===== src/rtl/slst_pkg.sv =====
// slst_pkg: register map, fields, codes and reset values of the sync block
package slst_pkg;
	localparam logic [11:0] SLST_A_CAP    = 12'h120;
	localparam logic [11:0] SLST_A_IGN    = 12'h121;
	localparam logic [11:0] SLST_A_TSD    = 12'h123;
	localparam logic [11:0] SLST_A_SHS    = 12'h128;
	localparam logic [11:0] SLST_A_SYNC   = 12'h1ff;
	localparam logic [11:0] SLST_A_CBF_LO = 12'h559;
	localparam logic [11:0] SLST_A_CBF_HI = 12'h55a;
	localparam logic [11:0] SLST_A_LMFC   = 12'h578;
	localparam logic [11:0] SLST_A_CBPS   = 12'h58f;
	localparam logic [11:0] SLST_A_SUBC   = 12'h590;
	localparam logic [11:0] SLST_A_OPF    = 12'h600;
	localparam logic [11:0] SLST_A_FPM    = 12'h601;
	localparam logic [11:0] SLST_A_SPF    = 12'h602;
	localparam logic [11:0] SLST_A_DEC    = 12'h603;
	localparam logic [11:0] SLST_A_STAT   = 12'h604;
	localparam int SLST_CAP_TRANS = 4;
	localparam int SLST_CAP_EDGE  = 3;
	localparam int SLST_CAP_MODE  = 1;
	localparam int SLST_SUBC_BIT  = 5;
	localparam int SLST_SYNC_BIT  = 0;
	localparam int SLST_CBPS_LO   = 6;
	localparam int SLST_CBF1_LO   = 4;
	localparam logic [7:0] SLST_CAP_MASK  = 8'h1e;
	localparam logic [7:0] SLST_IGN_MASK  = 8'h0f;
	localparam logic [7:0] SLST_SYNC_MASK = 8'h01;
	localparam logic [7:0] SLST_CBFL_MASK = 8'h77;
	localparam logic [7:0] SLST_CBFH_MASK = 8'h07;
	localparam logic [7:0] SLST_LMFC_MASK = 8'h1f;
	localparam logic [7:0] SLST_CBPS_MASK = 8'hc0;
	localparam logic [7:0] SLST_SUBC_MASK = 8'h20;
	localparam logic [7:0] SLST_OPF_MASK  = 8'h1f;
	localparam logic [7:0] SLST_FPM_MASK  = 8'h1f;
	localparam logic [7:0] SLST_SPF_MASK  = 8'h0f;
	localparam logic [7:0] SLST_DEC_MASK  = 8'h01;
	localparam logic [7:0] SLST_SUBC_RST  = 8'h20;
	localparam logic [7:0] SLST_OPF_RST   = 8'h04;
	localparam logic [7:0] SLST_FPM_RST   = 8'h1f;
	localparam logic [7:0] SLST_ZERO_RST  = 8'h00;
	localparam logic [1:0] SLST_SR_OFF    = 2'h0;
	localparam logic [1:0] SLST_SR_CONT   = 2'h1;
	localparam logic [1:0] SLST_SR_NSHOT  = 2'h2;
	localparam logic [2:0] SLST_CB_SYSREF = 3'h5;
	localparam logic [4:0] SLST_F_ONE     = 5'h01;
	localparam logic [4:0] SLST_F_TWO     = 5'h02;
	localparam logic [4:0] SLST_F1_STEP   = 5'h1c;
	localparam logic [4:0] SLST_F2_STEP   = 5'h1e;
	localparam int SLST_NCB = 3;
endpackage


===== src/rtl/slst_cap_if.sv =====
// slst_cap_if: settings and events between control and sysref capture
`timescale 1ns/1ps
`default_nettype none
interface slst_cap_if;
	logic       sysref;
	logic       edge_sel;
	logic       trans_sel;
	logic [1:0] mode;
	logic [3:0] ignore_n;
	logic       event_p;
	logic       done_p;
	modport cap (input sysref, edge_sel, trans_sel, mode, ignore_n,
		output event_p, done_p);
	modport ctl (output sysref, edge_sel, trans_sel, mode, ignore_n,
		input event_p, done_p);
endinterface
`default_nettype wire


===== src/rtl/slst_sysref_cap.sv =====
// slst_sysref_cap: sysref sampling, transition qualify and n-shot ignore
`timescale 1ns/1ps
`default_nettype none
module slst_sysref_cap
	import slst_pkg::*;
(
	input  wire logic mclk,
	input  wire logic rst,
	slst_cap_if.cap   cif
);
	logic       neg_r;
	logic       smp_r;
	logic       prev_r;
	logic [3:0] ign_r;
	logic       ev_r;
	logic       dn_r;
	logic       smp_nxt;
	logic       qual_w;
	logic       nshot_w;
	logic       pass_w;

	// falling-edge capture buys half a period of setup margin
	always_ff @(negedge mclk) begin
		neg_r <= cif.sysref;
	end

	assign smp_nxt = cif.edge_sel ? neg_r : cif.sysref;
	assign qual_w  = cif.trans_sel ? (prev_r & ~smp_r)
		: (smp_r & ~prev_r);
	assign nshot_w = (cif.mode == SLST_SR_NSHOT);
	assign pass_w  = nshot_w ? (ign_r == cif.ignore_n)
		: (cif.mode == SLST_SR_CONT);

	always_ff @(posedge mclk) begin
		if (rst) begin
			smp_r  <= 1'b0;
			prev_r <= 1'b0;
			ign_r  <= 4'h0;
			ev_r   <= 1'b0;
			dn_r   <= 1'b0;
		end else begin
			smp_r  <= smp_nxt;
			prev_r <= smp_r;
			ev_r   <= qual_w & pass_w;
			dn_r   <= qual_w & pass_w & nshot_w;
			if (!nshot_w || (qual_w && pass_w))
				ign_r <= 4'h0;
			else if (qual_w)
				ign_r <= ign_r + 4'h1;
		end
	end

	assign cif.event_p = ev_r;
	assign cif.done_p  = dn_r;
endmodule // slst_sysref_cap
`default_nettype wire


===== src/rtl/slst_top.sv =====
// slst_top: lmfc, subclass, sync mode and sysref timestamp control
//
// Summary of operation
// - subclass bit: 1 selects subclass 1, default
// - subclass 0 runs fine without any sysref
// - subclass 1 sysref realigns lmfc and dividers
// - each lmfc period starts a multiframe
// - five-bit offset delays lmfc in frames
// - one octet per frame: steps of four
// - two octets per frame: even steps only
// - other frame sizes: one frame per step
// - bit picks rising or falling sysref transition
// - bit picks device clock sampling edge
// - sync mode resets to normal, 1 timestamps
// - timestamp mode flags sample, no clock reset
// - function code 5 routes timestamp flag
// - flag sysref sample, same latency everywhere
// - delay register moves the flagged sample
// - no timestamp while decimating
// - mode codes 1/2 arm; n-shot self-clears
// - normal mode sysref syncs divider, ddc, link
//
// The address-and-strobe port is this design's own decision.
`timescale 1ns/1ps
`default_nettype none
module slst_top
	import slst_pkg::*;
(
	input  wire logic        mclk,
	input  wire logic        rst,
	input  wire logic [11:0] reg_addr,
	input  wire logic [7:0]  reg_wdata,
	input  wire logic        reg_wr,
	input  wire logic        reg_rd,
	output logic      [7:0]  reg_rdata,
	input  wire logic        sysref,
	input  wire logic [7:0]  sh_status,
	output logic             frame_tick,
	output logic             lmfc_tick,
	output logic             div_sync,
	output logic             sync_all,
	output logic      [2:0]  ctrl_bits,
	output logic             ts_mark
);
	typedef enum {TS_IDLE, TS_WAIT} slst_ts_e;

	logic [7:0] cap_r;
	logic [7:0] ign_r;
	logic [7:0] tsd_r;
	logic [7:0] shs_r;
	logic [7:0] sync_r;
	logic [7:0] cbfl_r;
	logic [7:0] cbfh_r;
	logic [7:0] lmfc_r;
	logic [7:0] cbps_r;
	logic [7:0] subc_r;
	logic [7:0] opf_r;
	logic [7:0] fpm_r;
	logic [7:0] spf_r;
	logic [7:0] dec_r;
	logic [7:0] rdata_r;
	logic [7:0] rdata_nxt;
	logic [7:0] cap_nxt;
	logic [7:0] stat_w;
	logic       aligned_r;
	logic [3:0] spf_cnt_r;
	logic [4:0] frm_cnt_r;
	logic       frame_r;
	logic       lmfc_r_o;
	logic       div_sync_r;
	logic       sync_all_r;
	logic [2:0] ctrl_bits_r;
	logic [2:0] ctrl_nxt;
	logic       mark_r;
	logic       mark_nxt;
	logic [7:0] ts_cnt_r;
	slst_ts_e   ts_st_r;
	slst_ts_e   ts_st_nxt;

	slst_cap_if cif();

	wire w_cap  = reg_wr && (reg_addr == SLST_A_CAP);
	wire w_ign  = reg_wr && (reg_addr == SLST_A_IGN);
	wire w_tsd  = reg_wr && (reg_addr == SLST_A_TSD);
	wire w_sync = reg_wr && (reg_addr == SLST_A_SYNC);
	wire w_cbfl = reg_wr && (reg_addr == SLST_A_CBF_LO);
	wire w_cbfh = reg_wr && (reg_addr == SLST_A_CBF_HI);
	wire w_lmfc = reg_wr && (reg_addr == SLST_A_LMFC);
	wire w_cbps = reg_wr && (reg_addr == SLST_A_CBPS);
	wire w_subc = reg_wr && (reg_addr == SLST_A_SUBC);
	wire w_opf  = reg_wr && (reg_addr == SLST_A_OPF);
	wire w_fpm  = reg_wr && (reg_addr == SLST_A_FPM);
	wire w_spf  = reg_wr && (reg_addr == SLST_A_SPF);
	wire w_dec  = reg_wr && (reg_addr == SLST_A_DEC);

	wire       sub1_w  = subc_r[SLST_SUBC_BIT];
	wire       tsmode_w = sync_r[SLST_SYNC_BIT];
	wire       decim_w = dec_r[0];
	wire [4:0] f_w     = opf_r[4:0];
	wire [4:0] kmax_w  = fpm_r[4:0];
	wire [3:0] smax_w  = spf_r[3:0];
	wire [1:0] cs_w    = cbps_r[SLST_CBPS_LO+:2];

	// sysref is ignored for alignment in subclass 0 and timestamp mode
	wire align_w = cif.event_p && sub1_w && !tsmode_w;
	// timestamping only exists at full bandwidth
	wire ts_go_w = cif.event_p && tsmode_w && !decim_w;

	// offset rounded down to the step that the frame size allows
	wire [4:0] off_w = lmfc_r[4:0];
	wire [4:0] eff_w = (f_w == SLST_F_ONE) ? (off_w & SLST_F1_STEP)
		: (f_w == SLST_F_TWO) ? (off_w & SLST_F2_STEP)
		: off_w;
	wire [5:0] k6_w    = {1'b0, kmax_w} + 6'h01;
	wire [5:0] ph6_w   = {1'b0, eff_w} % k6_w;
	wire [4:0] phase_w = ph6_w[4:0];

	wire frame_w = (spf_cnt_r == 4'h0);
	wire mfs_w   = frame_w && (frm_cnt_r == phase_w);

	assign cif.sysref    = sysref;
	assign cif.edge_sel  = cap_r[SLST_CAP_EDGE];
	assign cif.trans_sel = cap_r[SLST_CAP_TRANS];
	assign cif.mode      = cap_r[SLST_CAP_MODE+:2];
	assign cif.ignore_n  = ign_r[3:0];

	slst_sysref_cap u_cap (
		.mclk (mclk),
		.rst  (rst),
		.cif  (cif)
	);

	// a software write of the mode field wins over the n-shot self-clear
	always_comb begin
		cap_nxt = cap_r;
		if (w_cap)
			cap_nxt = reg_wdata & SLST_CAP_MASK;
		else if (cif.done_p)
			cap_nxt[SLST_CAP_MODE+:2] = SLST_SR_OFF;
	end

	always_ff @(posedge mclk) begin
		if (rst) begin
			cap_r  <= SLST_ZERO_RST;
			ign_r  <= SLST_ZERO_RST;
			tsd_r  <= SLST_ZERO_RST;
			sync_r <= SLST_ZERO_RST;
			cbfl_r <= SLST_ZERO_RST;
			cbfh_r <= SLST_ZERO_RST;
			lmfc_r <= SLST_ZERO_RST;
			cbps_r <= SLST_ZERO_RST;
			subc_r <= SLST_SUBC_RST;
			opf_r  <= SLST_OPF_RST;
			fpm_r  <= SLST_FPM_RST;
			spf_r  <= SLST_ZERO_RST;
			dec_r  <= SLST_ZERO_RST;
			shs_r  <= SLST_ZERO_RST;
		end else begin
			cap_r <= cap_nxt;
			shs_r <= sh_status;
			if (w_ign)  ign_r  <= reg_wdata & SLST_IGN_MASK;
			if (w_tsd)  tsd_r  <= reg_wdata;
			if (w_sync) sync_r <= reg_wdata & SLST_SYNC_MASK;
			if (w_cbfl) cbfl_r <= reg_wdata & SLST_CBFL_MASK;
			if (w_cbfh) cbfh_r <= reg_wdata & SLST_CBFH_MASK;
			if (w_lmfc) lmfc_r <= reg_wdata & SLST_LMFC_MASK;
			if (w_cbps) cbps_r <= reg_wdata & SLST_CBPS_MASK;
			if (w_subc) subc_r <= reg_wdata & SLST_SUBC_MASK;
			if (w_opf)  opf_r  <= reg_wdata & SLST_OPF_MASK;
			if (w_fpm)  fpm_r  <= reg_wdata & SLST_FPM_MASK;
			if (w_spf)  spf_r  <= reg_wdata & SLST_SPF_MASK;
			if (w_dec)  dec_r  <= reg_wdata & SLST_DEC_MASK;
		end
	end

	assign stat_w = {6'h00, (ts_st_r == TS_WAIT), aligned_r};

	always_comb begin
		rdata_nxt = 8'h00;
		if (!reg_rd)
			rdata_nxt = 8'h00;
		else if (reg_addr == SLST_A_CAP)
			rdata_nxt = cap_r;
		else if (reg_addr == SLST_A_IGN)
			rdata_nxt = ign_r;
		else if (reg_addr == SLST_A_TSD)
			rdata_nxt = tsd_r;
		else if (reg_addr == SLST_A_SHS)
			rdata_nxt = shs_r;
		else if (reg_addr == SLST_A_SYNC)
			rdata_nxt = sync_r;
		else if (reg_addr == SLST_A_CBF_LO)
			rdata_nxt = cbfl_r;
		else if (reg_addr == SLST_A_CBF_HI)
			rdata_nxt = cbfh_r;
		else if (reg_addr == SLST_A_LMFC)
			rdata_nxt = lmfc_r;
		else if (reg_addr == SLST_A_CBPS)
			rdata_nxt = cbps_r;
		else if (reg_addr == SLST_A_SUBC)
			rdata_nxt = subc_r;
		else if (reg_addr == SLST_A_OPF)
			rdata_nxt = opf_r;
		else if (reg_addr == SLST_A_FPM)
			rdata_nxt = fpm_r;
		else if (reg_addr == SLST_A_SPF)
			rdata_nxt = spf_r;
		else if (reg_addr == SLST_A_DEC)
			rdata_nxt = dec_r;
		else if (reg_addr == SLST_A_STAT)
			rdata_nxt = stat_w;
	end

	always_ff @(posedge mclk) begin
		if (rst)
			rdata_r <= 8'h00;
		else
			rdata_r <= rdata_nxt;
	end

	// frame and multiframe counters restart on an accepted alignment
	always_ff @(posedge mclk) begin
		if (rst || align_w) begin
			spf_cnt_r <= 4'h0;
			frm_cnt_r <= 5'h00;
		end else begin
			spf_cnt_r <= (spf_cnt_r >= smax_w) ? 4'h0 : spf_cnt_r + 4'h1;
			if (frame_w)
				frm_cnt_r <= (frm_cnt_r >= kmax_w) ? 5'h00
					: frm_cnt_r + 5'h01;
		end
	end

	always_ff @(posedge mclk) begin
		if (rst) begin
			frame_r    <= 1'b0;
			lmfc_r_o   <= 1'b0;
			div_sync_r <= 1'b0;
			sync_all_r <= 1'b0;
			aligned_r  <= 1'b0;
		end else begin
			frame_r    <= frame_w;
			lmfc_r_o   <= mfs_w;
			div_sync_r <= align_w;
			sync_all_r <= align_w;
			aligned_r  <= aligned_r | align_w;
		end
	end

	// delay 0 flags the sample one cycle after the event pulse
	always_comb begin
		ts_st_nxt = ts_st_r;
		mark_nxt  = 1'b0;
		case (ts_st_r)
			TS_IDLE: begin
				if (ts_go_w && (tsd_r == 8'h00))
					mark_nxt = 1'b1;
				else if (ts_go_w)
					ts_st_nxt = TS_WAIT;
			end
			TS_WAIT: begin
				if (ts_cnt_r == 8'h00) begin
					mark_nxt  = !decim_w;
					ts_st_nxt = TS_IDLE;
				end
			end
			default: ts_st_nxt = TS_IDLE;
		endcase
	end

	always_ff @(posedge mclk) begin
		if (rst) begin
			ts_st_r  <= TS_IDLE;
			ts_cnt_r <= 8'h00;
			mark_r   <= 1'b0;
		end else begin
			ts_st_r <= ts_st_nxt;
			mark_r  <= mark_nxt;
			if (ts_st_r == TS_IDLE)
				ts_cnt_r <= tsd_r - 8'h01;
			else
				ts_cnt_r <= ts_cnt_r - 8'h01;
		end
	end

	// one shared flag for all channels keeps their latency equal
	genvar gi;
	generate
		for (gi = 0; gi < SLST_NCB; gi++) begin : g_cb
			wire [2:0] fn_w = (gi == 0) ? cbfl_r[2:0]
				: (gi == 1) ? cbfl_r[SLST_CBF1_LO+:3] : cbfh_r[2:0];
			assign ctrl_nxt[gi] = mark_nxt && (cs_w > 2'(gi))
				&& (fn_w == SLST_CB_SYSREF);
		end
	endgenerate

	always_ff @(posedge mclk) begin
		if (rst)
			ctrl_bits_r <= 3'h0;
		else
			ctrl_bits_r <= ctrl_nxt;
	end

	assign reg_rdata  = rdata_r;
	assign frame_tick = frame_r;
	assign lmfc_tick  = lmfc_r_o;
	assign div_sync   = div_sync_r;
	assign sync_all   = sync_all_r;
	assign ctrl_bits  = ctrl_bits_r;
	assign ts_mark    = mark_r;
endmodule // slst_top
`default_nettype wire

===== config.mk =====
export PLATFORM = sky130hd
export DESIGN_NAME = slst_top
export DESIGN_NICKNAME = d
export VERILOG_FILES = /design/src/rtl/slst_pkg.sv /design/src/rtl/slst_cap_if.sv /design/src/rtl/slst_sysref_cap.sv /design/src/rtl/slst_top.sv
export SDC_FILE = /design/constraint.sdc
export NUM_CORES = 1
export LEC_CHECK = 0
export BUFFER_PORTS_ARGS = -buffer_cell sky130_fd_sc_hd__buf_2
export CAP_MARGIN = 5
export CORE_UTILIZATION = 40
export DETAILED_ROUTE_END_ITERATION = 8
export PLACE_DENSITY = 0.66
export REMOVE_ABC_BUFFERS = 1
export SYNTH_ARGS = -nofsm -noshare
export SYNTH_HDL_FRONTEND = slang
export SYNTH_SLANG_ARGS = --single-unit

===== constraint.sdc =====
create_clock -name mclk -period 12.3 [get_ports mclk]
set_clock_uncertainty 0.15 [all_clocks]
set_input_delay 1.845 -clock mclk [delete_from_list [all_inputs] [get_ports mclk]]
set_output_delay 1.845 -clock mclk [all_outputs]
set_load 0.03 [all_outputs]

==> out/qor.txt, run 1 <==
Status: finished clean
Setup_tns: 0 ns
Synth Area in Adders: 8.42%
CTS buffer count: 9
Fin. Hold Viols: 0
Pwr dens: 98.5 mW/mm2
Drc violations: 0
Wire per inst: 15.4 um
Clock share of power: 42.5%
Post-layout minimum cycle time: 8.29 ns
Combinational power share: 5.7%
Mapped Area: 0.00588 mm2
CP max-delay cell: dfxtp_1
Die Wd: 123 um
Hold WC Path Type: reg2reg
Required @ worst endpoint: 12.43 ns
Final WS setup: 4.01 ns
Synth Flop Type: dfxtp_1
H-tree Lvls: 3
Starting DRT DRC Count: 342
R2R cell count: 33
Final setup viols: 0
Seq cells post-synth: 100
CTS tree: built
Worst skew pair latency: 0.40 ns
Sw power: 0.159 mW
Max_slew headroom: 45.8%
Critical path origin: fpm_r[0]$_SDFFE_PP1P_
Reg2reg end: lmfc_tick$_SDFF_PP0_
Fmax: 121 MHz
Mux contribution to synthesized area: 6.38%
Crit-path max FO: 15
Largest family of logic cells by synthesized area: simple AND/OR/NAND/NOR gates
EDFF count, synth: 0
Vias post-DR: 5009
Full die area: 0.0152 mm2
Port-buffer cells: 48
Sequential share of power: 51.8%
Diode count: 0
Setup crit end kind: flop
NumNets Final: 806
Core area: 0.0141 mm2
Initial antenna violation count: 0
TritonRoute pass-1 iters: 5
R2R setup slack: 4.01 ns
Fillers: 1407
Layout cells sized above 1: 12.3%
Post-synthesis compound-gate area fraction: 15.2%
Area delta synth->final: 10.5%
First-pass GRT wire length: 23100 um
Critical path class: reg2reg
# hold bufs at CTS: 0
Switching Fraction: 24.9%
Antenna Nets Post-Route: 0
CP Data Arrival Time: 8.42 ns
RSZ-0062 raised after global routing: false
Cells after DPL: 903
Distinct cells, synth: 78
Setup WS pre-CTS: 3.94 ns
Postcts setup bufs: 0
Clk buf depth: 2
Post-cts gate resize count: 0
DPL Wire Length: 10400 um
Worst-path clk slew: 0.07 ns
GRT Residual Overflow: 0
Routed Wire Length: 14200 um
Top cell by count, worst path: ha_1
Synth Instances: 707
Die height: 123 um
Clock root buffer: clkbuf_16
Clk sinks: 100
Routability cong.: 0.862
Starting density of the core: 41.7%
Slowest stage delay, CP: 0.70 ns
Xor and xnor fraction of the mapped netlist area: 5.21%
Ports: 49
Vias in the first global route: 4586
Final Cycle Share: 67.4%
Synth Area in Simple Gates: 26.8%
Synth async-reset ratio: 0%
Commonest non-fill, non-tap cell in the layout: dfxtp_1
Slew Limit Fails: 0
Maximum number of pins on one net before global-route repair: 46
Worst slew pin tran: 0.812 ns
Avg Inst Size Synth: 8.32 um2
Internal cell power: 0.481 mW
Most frequent cells in the layout: dfxtp_1 (100), nand2_1 (81), nor2_1 (64)
Vias per cell: 5.45
Sequential area share after synthesis: 34.0%
Sequential cell area: 0.00200 mm2
Worst Setup EP: lmfc_tick$_SDFF_PP0_
Hold slack: 0.313 ns
# rows: 43
Warnings from Yosys: 0
Area of the multi-input gates: 0.00365 mm2
Total of max-cap violations: 0
Worst VDD drop: 82.4 uV
Startpoint types: flop
Pleak: 2.55 nW
Post-route non-filler standard cell count: 919
GRT Overall Usage: 19.6%
Reg2Reg Launch Point: fpm_r[0]$_SDFFE_PP1P_
==> power by group through the flow <==
stage | Sequential, mW | Clock, mW | Combinational [mW]
detailed placement | 0.339 | 0.00102 | 0.0361
CTS | 0.332 | 0.277 | 0.0363
global route | 0.332 | 0.291 | 0.0398
finish | 0.332 | 0.272 | 0.0363
global placement | 0.339 | 0.00102 | 0.0358
floorplan | 0.339 | 0.00102 | 0.0140
==> area by class of cell <==
| class | count | area share (%) |
|---|---|---|
| Clock buffer | 10 | 3.52 |
| Clock inverter | 7 | 0.808 |
| Inverter | 22 | 1.27 |
| Multi-Input combinational cell | 549 | 56.1 |
| Sequential cell | 100 | 30.8 |
| Tap cell | 180 | 3.46 |
| Timing Repair Buffer | 51 | 4.04 |
==> per-stage QoR <==
stage | power [mW] | area, um2 | utilization [%]
floorplan | 0.354 | 5740 | -
global placement | 0.376 | 6220 | 44.2
detailed placement | 0.376 | 6220 | 44.2
CTS | 0.645 | 6500 | 46.1
global route | 0.663 | 6500 | 46.1
finish | 0.640 | 6500 | 46.1
==> worst max-delay path, delay by kind of cell (launching register included) <==
family | cells | cell delay [ns]
flops | 1 | 0.70
buf+inv | 1 | 0.10
xor+xnor | 2 | 0.46
mux | 2 | 0.69
fa+ha+maj | 6 | 1.95
simple gates | 8 | 1.41
compound gates | 14 | 2.78
==> worst min path at each step <==
stage | cells past startpoint | from | to
6_report | 1 | spf_cnt_r[0]$_SDFF_PP0_ | spf_cnt_r[0]$_SDFF_PP0_
5_1_grt | 2 | cbfl_r[1]$_SDFFE_PP0P_ | cbfl_r[1]$_SDFFE_PP0P_
4_1_cts | 2 | cbfl_r[1]$_SDFFE_PP0P_ | cbfl_r[1]$_SDFFE_PP0P_
3_5_place_dp | 1 | spf_cnt_r[0]$_SDFF_PP0_ | spf_cnt_r[0]$_SDFF_PP0_
3_3_place_gp | 1 | spf_cnt_r[0]$_SDFF_PP0_ | spf_cnt_r[0]$_SDFF_PP0_
2_1_floorplan | 1 | cbfl_r[5]$_SDFFE_PP0P_ | ctrl_bits[1]$_SDFF_PP0_
==> kinds of logic (layout without fill, tap and decap cells) <==
| kind of cell | after synthesis | count (layout) |
|---|---|---|
| mux | 36 | 36 |
| flops | 100 | 100 |
| xor+xnor | 35 | 35 |
| fa+ha+maj | 39 | 39 |
| compound gates | 131 | 131 |
| buf+inv | 58 | 90 |
| simple gates | 308 | 308 |
==> flip-flops by register name, indices dropped and copies added, names as in the netlist, 5 cells and up <==
name       flops
tsd_r          8
opf_r          5
fpm_r          5
reg_rdata      8
lmfc_r         5
ts_cnt_r       8
cbfl_r         6
shs_r          8
frm_cnt_r      5
==> layer usage <==
metal / GRT usage, % / up-vias / part of all wire [%]
met4: 5.95 / 0 / 1.4
met2: 28.7 / 117 / 44
met1: 28.2 / 2309 / 49
met3: 4.43 / 17 / 6.1
met5: 0 / - / 0
li1: - / 2566 / -
==> Yosys cell counts, types with 7 or more instances <==
cell	instances	area [um2]
clkbuf_1	25	93.8
inv_1	23	86.3
o21ai_0	12	60.1
nand3_1	49	245
nor2_1	64	240
or3_1	7	43.8
mux2i_1	30	300
nand2b_1	13	81.3
xnor2_1	23	201
nand2_1	81	304
ha_1	38	475
dfxtp_1	100	2000
xor2_1	12	105
nor3_1	18	90.1
nor2b_1	22	138
nand3b_1	13	97.6
a21oi_1	50	250
Note: power is estimated with default switching activity, not from simulation.
==> run 2: changes to the inputs <==
--- a/config.mk
+++ b/config.mk
@@ -9,7 +9,7 @@
 export CAP_MARGIN = 5
 export CORE_UTILIZATION = 40
 export DETAILED_ROUTE_END_ITERATION = 8
-export PLACE_DENSITY = 0.66
+export PLACE_DENSITY = 0.68
 export REMOVE_ABC_BUFFERS = 1
 export SYNTH_ARGS = -nofsm -noshare
 export SYNTH_HDL_FRONTEND = slang
==> constraint.sdc (replaced) <==
create_clock -name mclk -period 6.8 [get_ports mclk]
set_clock_uncertainty 0.15 [all_clocks]
set_input_delay 1.02 -clock mclk [delete_from_list [all_inputs] [get_ports mclk]]
set_output_delay 1.02 -clock mclk [all_outputs]
set_load 0.03 [all_outputs]
==> out/qor.txt, run 2 (synthesis results as in run 1) <==
CTS buffer count: 9
Pwr dens: 163 mW/mm2
Vias in the first global route: 4799
R2R cell count: 34
Internal cell power: 0.879 mW
Core area: 0.0141 mm2
Ports: 49
Routability cong.: 0.879
Combinational power share: 5.8%
Startpoint types: flop
Most frequent cells in the layout: dfxtp_1 (98), nand2_1 (81), nor2_1 (64)
Status: finished clean
TritonRoute pass-1 iters: 5
Routed Wire Length: 15200 um
Final Cycle Share: 97.7%
Hold WC Path Type: reg2reg
Total Power: 1.16 mW
Setup crit end kind: flop
Met1 Use GR: 29.2%
Wire per inst: 15.7 um
Routing usage on met3: 3.92%
Sequential share of power: 51.9%
Fmax: 150 MHz
Diode count: 0
H-tree Lvls: 3
Area delta synth->final: 20.2%
Required @ worst endpoint: 6.92 ns
Vias post-DR: 5292
Area of the multi-input gates: 0.00382 mm2
Die Wd: 123 um
CTS tree: built
Switching Fraction: 24.0%
Commonest non-fill, non-tap cell in the layout: dfxtp_1
Min-Delay Path Depth: 2
Worst skew pair latency: 0.39 ns
Antenna Nets Post-Route: 0
RSZ-0062 raised after global routing: true
Drc violations: 0
# rows: 43
Clock root buffer: clkbuf_16
Post-route non-filler standard cell count: 970
Sequential cell area: 0.00201 mm2
Layout cells sized above 1: 20.6%
Pleak: 2.80 nW
NumNets Final: 857
Slowest stage delay, CP: 0.36 ns
Fillers: 1331
Starting density of the core: 41.7%
CP Data Arrival Time: 6.76 ns
Fin. Hold Viols: 0
R2R setup slack: 0.16 ns
Top Usage Layer GRT: met2
First-pass GRT wire length: 24100 um
DPL Wire Length: 11000 um
Post-layout minimum cycle time: 6.64 ns
Worst-path clk slew: 0.07 ns
Initial antenna violation count: 0
Clock share of power: 42.4%
Clk buf depth: 2
Worst VDD drop: 130 uV
Max_slew headroom: 40.3%
Slew Limit Fails: 0
Vias per cell: 5.46
Full die area: 0.0152 mm2
Total of max-cap violations: 0
Maximum number of pins on one net before global-route repair: 80
Critical path class: reg2reg
Worst slew pin tran: 0.889 ns
Port-buffer cells: 48
Sw power: 0.277 mW
Die height: 123 um
Starting DRT DRC Count: 513
GRT Overall Usage: 20.5%
Clk sinks: 100
Cells after DPL: 941
Met2 usage: 30.4%
CP max-delay cell: dfxtp_4
# hold bufs at CTS: 0
Final setup viols: 0
Crit-path max FO: 9
GRT Residual Overflow: 0
==> run 2: what timing repair did <==
item	4_1_cts	5_1_grt
endpoints found under the hold margin	0	0
gates cloned	0	0
buffers inserted	6	7
endpoints found under the setup margin	1	1
resized for setup	16	16
pin swaps	18	27
==> run 2: worst max-delay path: cells and delay by family, from the launching register on <==
kind,cells,cell delay (ns)
AO/OA/AOI/OAI,15,2.47
AND/OR/NAND/NOR,11,1.83
adder cells (fa/ha/maj),5,1.31
buffers and inverters,3,0.45
flip-flops,1,0.36
==> run 2: layout make-up <==
type	instances	area share, %
multi-input combinational	549	54.1
sequential	100	28.4
timing repair buffer	102	9.13
clock buffer	12	3.49
tap	180	3.19
inverter	22	1.17
clock inverter	5	0.513
==> run 2: per-layer routing <==
layer  share of wire (%)  vias up
li1                    -     2676
met2                  45      157
met4                 1.6        0
met5                   0        -
met3                 6.5       16
met1                  47     2443
==> run 2: final timing paths <==
kind                          start                     end
min          cbfl_r[1]$_SDFFE_PP0P_  cbfl_r[1]$_SDFFE_PP0P_
max           fpm_r[0]$_SDFFE_PP1P_    lmfc_tick$_SDFF_PP0_
min reg2reg  cbfl_r[1]$_SDFFE_PP0P_  cbfl_r[1]$_SDFFE_PP0P_
max reg2reg   fpm_r[0]$_SDFFE_PP1P_    lmfc_tick$_SDFF_PP0_
==> run 2: per-stage QoR <==
step	util, %	hold WS [ns]	area [um2]	setup TNS [ns]	worst slack [ns]
after floorplan	-	0.270	5740	-0.569	-0.569
after global placement	46.2	0.296	6510	-0.0501	-0.0501
after detailed placement	46.2	0.299	6510	-0.219	-0.219
after CTS	49.1	0.308	6920	0	0.00409
after global routing	50.2	0.337	7070	-0.248	-0.248
final	50.2	0.312	7070	0	0.155
==> run 2: power groups by stage <==
stage,Sequential (mW),Combinational [mW],Clock [mW]
4_1_cts,0.600,0.0658,0.500
2_1_floorplan,0.613,0.0252,0.00184
3_3_place_gp,0.614,0.0647,0.00184
3_5_place_dp,0.614,0.0654,0.00184
5_1_grt,0.601,0.0730,0.524
6_report,0.600,0.0666,0.489
